`src/verilog/pocs_pkg.sv`:
```
// package: register map, field layout and encodings of the overcurrent source bank
package pocs_pkg;

    // ------------------------------------------------------------------
    // sizes
    // ------------------------------------------------------------------
    localparam int unsigned NUM_PORTS  = 5;
    localparam int unsigned FIRST_PORT = 3;
    localparam int unsigned ADDR_W     = 16;
    localparam int unsigned DATA_W     = 8;

    // ------------------------------------------------------------------
    // register offsets
    // ------------------------------------------------------------------
    localparam logic [15:0] PORT3_OVERCURRENT_SOURCE_ADDR = 16'h3C28;
    localparam logic [15:0] PORT4_OVERCURRENT_SOURCE_ADDR = 16'h3C2C;
    localparam logic [15:0] PORT5_OVERCURRENT_SOURCE_ADDR = 16'h3C30;
    localparam logic [15:0] PORT6_OVERCURRENT_SOURCE_ADDR = 16'h3C34;
    localparam logic [15:0] PORT7_OVERCURRENT_SOURCE_ADDR = 16'h3C38;
    localparam logic [15:0] PORT_STRIDE                   = 16'h0004;
    // interrupt block
    localparam logic [15:0] IRQ_STATUS_ADDR               = 16'h3C40;
    localparam logic [15:0] IRQ_MASK_ADDR                 = 16'h3C44;
    localparam logic [15:0] OC_LEVEL_ADDR                 = 16'h3C48;

    // ------------------------------------------------------------------
    // field layout and reset values
    // ------------------------------------------------------------------
    localparam int unsigned SRC_LSB = 0;
    localparam int unsigned SRC_W   = 4;
    localparam logic [7:0] SRC_RESET  = 8'h00;
    localparam logic [7:0] MASK_RESET = 8'h00;
    localparam logic [7:0] UNMAPPED_READ = 8'h00;

    // ------------------------------------------------------------------
    // source encodings
    // ------------------------------------------------------------------
    localparam logic [3:0] SRC_DISABLED = 4'h0;
    localparam logic [3:0] SRC_PIN      = 4'h1;
    localparam logic [3:0] SRC_GPIO     = 4'h2;
    localparam logic [3:0] SRC_FORCE    = 4'hF;

    // register bus request
    typedef struct packed {
        logic [15:0] addr;
        logic [7:0]  wdata;
        logic        wr;
        logic        rd;
    } pocs_bus_req_t;

    // per-port sense inputs
    typedef struct packed {
        logic [4:0] sense;
        logic [4:0] gpio;
    } pocs_sense_t;

endpackage

```
`src/verilog/pocs_port_mux.sv`:
```
// one port's overcurrent source multiplexer
`timescale 1ns/10ps
module pocs_port_mux (
    input  wire logic [3:0] source_i,
    input  wire logic       sense_i,
    input  wire logic       gpio_i,
    output logic            overcurrent_o
);

    // ------------------------------------------------------------------
    // source selection
    // ------------------------------------------------------------------
    // reserved codes fall to inactive: a stray code never trips a port
    always_comb begin
        case (source_i)
            pocs_pkg::SRC_DISABLED: overcurrent_o = 1'b0;
            pocs_pkg::SRC_PIN:      overcurrent_o = sense_i;
            pocs_pkg::SRC_GPIO:     overcurrent_o = gpio_i;
            pocs_pkg::SRC_FORCE:    overcurrent_o = 1'b1;
            default:                overcurrent_o = 1'b0;
        endcase
    end

endmodule

```
`src/verilog/pocs_bank.sv`:
```
// overcurrent source select register bank for downstream ports 3 to 7
// Summary of operation
// - Ports 3 to 7 own byte registers from 0x3C28, four apart; bits 3:0 pick the source.
// - Code 0000b disables the port so no overcurrent is taken for it.
// - Code 0001b takes the port's overcurrent from its own sense pin.
// - Code 0010b takes the port's overcurrent from a general-purpose input.
// - Code 1111b forces the port's overcurrent active for test.
`timescale 1ns/10ps
module pocs_bank #(
    parameter int unsigned NUM_PORTS = pocs_pkg::NUM_PORTS
) (
    input  wire logic                 clk_sys_i,
    input  wire logic                 rst_n_i,
    input  wire logic [15:0]          addr_i,
    input  wire logic [7:0]           wdata_i,
    input  wire logic                 wr_i,
    input  wire logic                 rd_i,
    output logic      [7:0]           rdata_o,
    input  wire logic [NUM_PORTS-1:0] overcurrent_sense_i,
    input  wire logic [NUM_PORTS-1:0] gpio_i,
    output logic      [NUM_PORTS-1:0] overcurrent_o,
    output logic                      irq_o
);

    // ------------------------------------------------------------------
    // state
    // ------------------------------------------------------------------
    typedef struct packed {
        logic [NUM_PORTS-1:0][3:0] src;
        logic [NUM_PORTS-1:0]      oc_q;
        logic [NUM_PORTS-1:0]      status;
        logic [NUM_PORTS-1:0]      mask;
        logic [7:0]                rdata;
    } pocs_state_t;

    pocs_state_t          st;
    pocs_state_t          next_st;
    logic [NUM_PORTS-1:0] oc_now;
    logic [NUM_PORTS-1:0] oc_rise;

    // address of a port's register: base plus stride per port
    function automatic logic [15:0] port_addr(input int unsigned idx);
        port_addr = pocs_pkg::PORT3_OVERCURRENT_SOURCE_ADDR
                  + 16'(idx) * pocs_pkg::PORT_STRIDE;
    endfunction

    // widen a per-port vector into a byte
    function automatic logic [7:0] to_byte(input logic [NUM_PORTS-1:0] v);
        logic [7:0] b;
        b = 8'h00;
        b[NUM_PORTS-1:0] = v;
        to_byte = b;
    endfunction

    // ------------------------------------------------------------------
    // per-port source multiplexers
    // ------------------------------------------------------------------
    for (genvar p = 0; p < NUM_PORTS; p++) begin : g_port
        pocs_port_mux u_mux (
            .source_i      (st.src[p]),
            .sense_i       (overcurrent_sense_i[p]),
            .gpio_i        (gpio_i[p]),
            .overcurrent_o (oc_now[p])
        );
    end

    assign oc_rise = oc_now & ~st.oc_q;

    // ------------------------------------------------------------------
    // next state: register writes, reads, interrupt status
    // ------------------------------------------------------------------
    // a rising overcurrent sets its status bit; set wins over a
    // write-one clear in the same cycle so no event is lost
    always_comb begin
        next_st       = st;
        next_st.oc_q  = oc_now;
        next_st.rdata = 8'h00;
        if (wr_i) begin
            for (int unsigned p = 0; p < NUM_PORTS; p++) begin
                if (addr_i == port_addr(p)) begin
                    // upper nibble dropped on write
                    next_st.src[p] = wdata_i[pocs_pkg::SRC_LSB +: pocs_pkg::SRC_W];
                end
            end
            if (addr_i == pocs_pkg::IRQ_STATUS_ADDR) begin
                next_st.status = st.status & ~wdata_i[NUM_PORTS-1:0];
            end else if (addr_i == pocs_pkg::IRQ_MASK_ADDR) begin
                next_st.mask = wdata_i[NUM_PORTS-1:0];
            end
        end
        next_st.status = next_st.status | oc_rise;
        if (rd_i) begin
            next_st.rdata = pocs_pkg::UNMAPPED_READ;
            for (int unsigned p = 0; p < NUM_PORTS; p++) begin
                if (addr_i == port_addr(p)) begin
                    next_st.rdata = {4'h0, st.src[p]};
                end
            end
            if (addr_i == pocs_pkg::IRQ_STATUS_ADDR) begin
                next_st.rdata = to_byte(st.status);
            end else if (addr_i == pocs_pkg::IRQ_MASK_ADDR) begin
                next_st.rdata = to_byte(st.mask);
            end else if (addr_i == pocs_pkg::OC_LEVEL_ADDR) begin
                next_st.rdata = to_byte(st.oc_q);
            end
        end
    end

    // ------------------------------------------------------------------
    // state register
    // ------------------------------------------------------------------
    // configuration is meant to be static after load; a later write
    // still takes effect at once, with no glitch protection
    always_ff @(posedge clk_sys_i or negedge rst_n_i) begin
        if (!rst_n_i) begin
            st <= '0;
        end else begin
            st <= next_st;
        end
    end

    // ------------------------------------------------------------------
    // outputs
    // ------------------------------------------------------------------
    assign rdata_o       = st.rdata;
    assign overcurrent_o = st.oc_q;
    assign irq_o         = |(st.status & st.mask);

endmodule

```
`config.mk`:
```
export PLATFORM = sky130hd
export DESIGN_NAME = pocs_bank
export DESIGN_NICKNAME = d
export VERILOG_FILES = /design/src/verilog/pocs_pkg.sv /design/src/verilog/pocs_port_mux.sv /design/src/verilog/pocs_bank.sv
export SDC_FILE = /design/constraint.sdc
export NUM_CORES = 1
export LEC_CHECK = 0
export BUFFER_PORTS_ARGS = -buffer_cell sky130_fd_sc_hd__buf_4
export CORE_MARGIN = 8
export CORE_UTILIZATION = 49
export CTS_CLUSTER_DIAMETER = 200
export DETAILED_ROUTE_END_ITERATION = 7
export HOLD_SLACK_MARGIN = 0.12
export PLACE_DENSITY = 0.87
export SLEW_MARGIN = 20
export SYNTH_ARGS = -nofsm -noshare
export SYNTH_HDL_FRONTEND = slang
export SYNTH_SLANG_ARGS = --single-unit
```
`constraint.sdc`:
```
create_clock -name clk_sys_i -period 1.02 [get_ports clk_sys_i]
set_input_delay 0.306 -clock clk_sys_i [delete_from_list [all_inputs] [get_ports clk_sys_i]]
set_output_delay 0.306 -clock clk_sys_i [all_outputs]
set_load 0.05 [all_outputs]
```
**Word level (Yosys, flattened, before mapping)**

Index checks and enable logic that the tools add are counted.
Widths: inputs -> output; s select.

- Memories kept: 0
- Word-level logic and storage cells: 64
- Latch bits: 0
- Bits in read-only memories: 0
- Flip-flop bits (word level): 43
- RAM bits: 0
- Output and inout bits: 14

- $lt $le $gt $ge: 0
- Bitwise logic cells: 7
- Equal/unequal tests: 23
- Multiply operators: 0
- Div/mod/pow operators: 0
- $add $sub $neg: 0
- Multiplexer cells: 18
- Reductions and logical operators: 7
- Shift-type cells: 0

Operators by type and width:

| operator | count |
|---|---|
| $eq 16x14->1 const B | 8 |
| $mux 8 | 8 |
| $eq 4x1->1 const B | 5 |
| $eq 4x2->1 const B | 5 |
| $eq 4x4->1 const B | 5 |
| $and 5x5->5 | 3 |
| $mux 5 | 3 |
| $pmux 1 s3 | 5 |
| $mux 10 | 1 |
| $not 5->5 | 2 |
| $reduce_and 2->1 | 5 |
| $or 5x5->5 | 1 |
| $reduce_or 5->1 | 1 |
| $mux 4 | 1 |
| $reduce_and 3->1 | 1 |
| $not 1->1 | 1 |

**Longest topological paths before layout**

- Depth after elaboration: 10
- Mapped depth: 6
- Mapped depth without buffers: 4

**By module**

From an unflattened synthesis, not the netlist that was laid out.

- Cell total of the unflattened synthesis: 206
- Area, all modules: 2302.2 sq um

By module, submodules not included:

| module | cells an instance | sequential area each (sq um) | area each (sq um) | times used |
|---|---|---|---|---|
| pocs_bank | 181 | 1001.0 | 2102.0 | 1 |
| pocs_port_mux | 5 | 0.0 | 40.0 | 5 |

**Worst setup path after synthesis**

OpenSTA, ideal clock, no wires.

- Path type: input to register
- Start: input addr_i[8]
- End: register st[27] in the netlist's numbering
- Stages: 5
- Arrival time: 1.883 ns
- Setup slack: -0.988 ns
- Setup time: 0.125 ns
- Path through: nand4bb_1 or3_4 or4_1 buf_2 mux2_4

- Cells in the longest elaborated chain, start to end: 2

Ends and longest elaborated chain:

| element | RTL line | text |
|---|---|---|
| start: declaration | pocs_bank.sv:14 | `input wire logic [15:0] addr_i,` |
| $eq 16x14->1 | pocs_bank.sv:80 | `if (addr_i == port_addr(p)) begin` |
| $reduce_and 2->1 (no line) | - |  |
| end signal: assignment | pocs_bank.sv:118 | `st <= next_st;` |
| end: declaration | pocs_bank.sv:36 | `pocs_state_t st;` |

Every way passes these cells.
A chain may end at the register's enable or synchronous reset.

**Final worst setup path**

- Start: input addr_i[15]
- End: register st[9] in the netlist's numbering

- Cells in the longest elaborated chain, start to end: 3
- Elaborated cells between the ends (all ways): 4

Ends and longest elaborated chain:

| element | RTL line | text |
|---|---|---|
| $eq 16x14->1 | pocs_bank.sv:85 | `if (addr_i == pocs_pkg::IRQ_STATUS_ADDR) begin` |
| $not 1->1 (no line) | - |  |
| $reduce_and 3->1 (no line) (*) | - |  |

Mark *: on every way between the ends. The rest lies on a longest branch, timed or not.

==> results.toml <==
[setup_path]
cp_slowest_stage_delay_ns = 0.44
crit_slowest_cell = "or3_4"
crit_chain = "buf_4, nand3b_1, or3_4, buf_6, nor4_4, buf_6, mux2_4"
rrSetupSlack_ns = -0.37
path_common_cell = "buf_6"
rr_endpoint = "rdata_o[3]"
crit_type = "primary input to register"
critPathArrivalTime_ns = 1.91
regToRegStartpoint = "st[26]"
worstPathRequired_ns = 1.20
end_kind = "register"
ff2ff_path_depth = 4
critPathMaxFanout = 5
critPathLaunchType = "primary input"

[hold_path]
holdPathStages = 2
min-delay-start = "wdata_i[4]"
hold_end = "st[12]"
min_path_type = "primary input to register"

[flow_run]
drv_cap = 0

[sta]
setup_violations = 51
setup_ws_ns = -0.708
maxSlewViolCount = 0
hold_violations = 0
period_minus_slack_ns = 1.73
relSlewSlack = 0.666
fmax_mhz = 579
finClkSkew_ns = 0.00425
period_share = 1.69
rsz0062_at_grt = "true"
worstMarginPinSlew_ns = 0.501

[floorplan]
row_count = 25
core-area_um2 = 4600
dieArea_um2 = 7100
chipWidth_um = 84.3
dieHeight_um = 84.3
start_util = 0.497
io_pins = 52

[grt]
grt_pass1_vias = 2544
antenna_found_initial = 0
overflow = 0
grt_use_total = 0.235
grt_first_pass_wirelength_um = 13000
grt_max_degree = 41

[route]
drt_pre_antenna_iters = 5
via_count = 2455
drc = 0
wl_per_cell_um = 24.8
wl_um = 9370
drtIter0Drc = 257
via_per_inst = 6.49
drtAntennaViolNets = 0

[logic_synthesis]
synth_adder_area_share = 0
synth-xor-area-share = 0
yosys.area_share.simple = 0.169
async_flop_share = 1.00
synth_compound_area_frac = 0.158
synth_cells = 213
yosysTopAreaCell = "dfrtp_1"
synth_area_leaders = "dfrtp_1, mux2_2, buf_4"
ys.flop_type = "dfrtp_1"
synth.cell_area_um2 = 2280
yosysSeqAreaShare = 0.438
synth_top_family_by_area = "simple AND/OR/NAND/NOR gates"
yosysUniqueCellTypes = 46
synthMuxAreaShare = 0.165
synth-edff-count = 0
syn_avg_cell_area_um2 = 10.7
synth_top_area_share = 0.438
synth_seq_cells = 40
yosys_warnings = 0

[pwr]
total_power_mw = 3.53
powerDensity_nw_per_um2 = 963
vdd_ir_drop_max_v = 0.000566
p_leak_nw = 1.82

[cells_and_area]
multiInputGateArea_um2 = 1420
ff_latch_area_um2 = 1000
finalCoreUtilization = 0.797
num_antenna_cells = 0
area_growth_pct = 60.4
final_common_cell = "buf_4"
drive_above_1_share = 0.596
layout.nets = 361
fillers = 240
mostFrequentLayoutCells = "buf_4, dfrtp_1, buf_6"

[placed_design]
io_buffers = 45
finalWeightedCongestion = 0.903
place_hpwl_um = 5310

[cts]
cts-htree-levels = 2
cts_made_buffers = 5
clk_path_buf_depth = 2
cts_tree = "yes"
clk_pin_slew_ns = 0.08
cts_root_buf = "clkbuf_8"
clock_sink_count = 40
clk_latency_ns = 0.30

[outcome]
violations = "negative setup slack"
outcome = "finished, violations left"
-- cell families (layout without fill, tap and decap cells) --
kind of cell	count (synthesis)	in the layout
flops	40	40
buf+inv	28	137
other cells	1	3
simple gates	58	58
compound gates	53	53
mux	33	33
-- through the flow --
step | std cells | cell area [um^2] | setup WS [ns] | hold WS [ns] | TNS, ns
after floorplan | 215 | 2330 | -0.984 | 0.0104 | -24.46
after global placement | 352 | 3040 | -1.03 | 0.294 | -34.23
after detailed placement | 352 | 3040 | -1.06 | 0.301 | -34.83
after CTS | 374 | 3520 | -0.717 | 0.254 | -22.74
after global routing | 378 | 3660 | -0.689 | 0.256 | -22.99
final | 378 | 3660 | -0.708 | 0.256 | -22.98
-- flip-flops by register name, indices dropped and copies added, names as in the netlist --
| name | cells |
|---|---|
| overcurrent_o | 5 |
| rdata_o | 5 |
| st | 30 |
-- what timing repair did --
item                                    4_1_cts  5_1_grt
endpoints found under the hold margin        40        0
setup buffers                                14        5
pin swaps                                    20       17
endpoints found under the setup margin       51       51
resized for setup                            64       28
hold buffers                                  1        0
-- cell type report --
| type | count | share of cell area |
|---|---|---|
| flip-flops and latches | 40 | 0.273 |
| clock buffers | 7 | 0.0263 |
| inverters | 9 | 0.00922 |
| clock inverters | 1 | 0.00819 |
| well taps | 54 | 0.0184 |
| repair buffers | 120 | 0.277 |
| multi-input cells | 147 | 0.387 |
-- per-layer routing --
layer | part of all wire | global-route usage | vias up
li1 | - | - | 1023
met1 | 0.37 | 0.242 | 1196
met2 | 0.48 | 0.398 | 173
met3 | 0.077 | 0.0678 | 63
met4 | 0.072 | 0.168 | 0
met5 | 0 | 0 | -
-- cells in the mapped netlist (all sizes together) (4+ instances only) --
master,number
mux2i,7
buf,16
dfrtp,40
nor4,7
o22ai,6
inv,9
nand2b,4
mux2,26
a211oi,4
o21ai,18
o21a,5
nand3b,9
nand2,8
o211ai,4
nand3,7
-- worst max-delay path by stage --
stage	from	end	slack [ns]
floorplan	addr_i[15]	st[27]	-0.98
global placement	addr_i[14]	st[28]	-1.03
detailed placement	addr_i[14]	st[17]	-1.06
CTS	addr_i[9]	st[11]	-0.72
global route	addr_i[15]	st[9]	-0.69
finish	addr_i[15]	st[9]	-0.71
-- worst max-delay path: cells and delay by family --
family / cells / cell delay [ns]
mux: 1 / 0.31
simple gates: 3 / 0.86
buf+inv: 3 / 0.42
-- power breakdown --
group	internal [mW]	switching, mW
Sequential	1.59	0.00173
Combinational	0.230	0.287
Clock	0.863	0.559
Power figures use the tool's default switching activity.
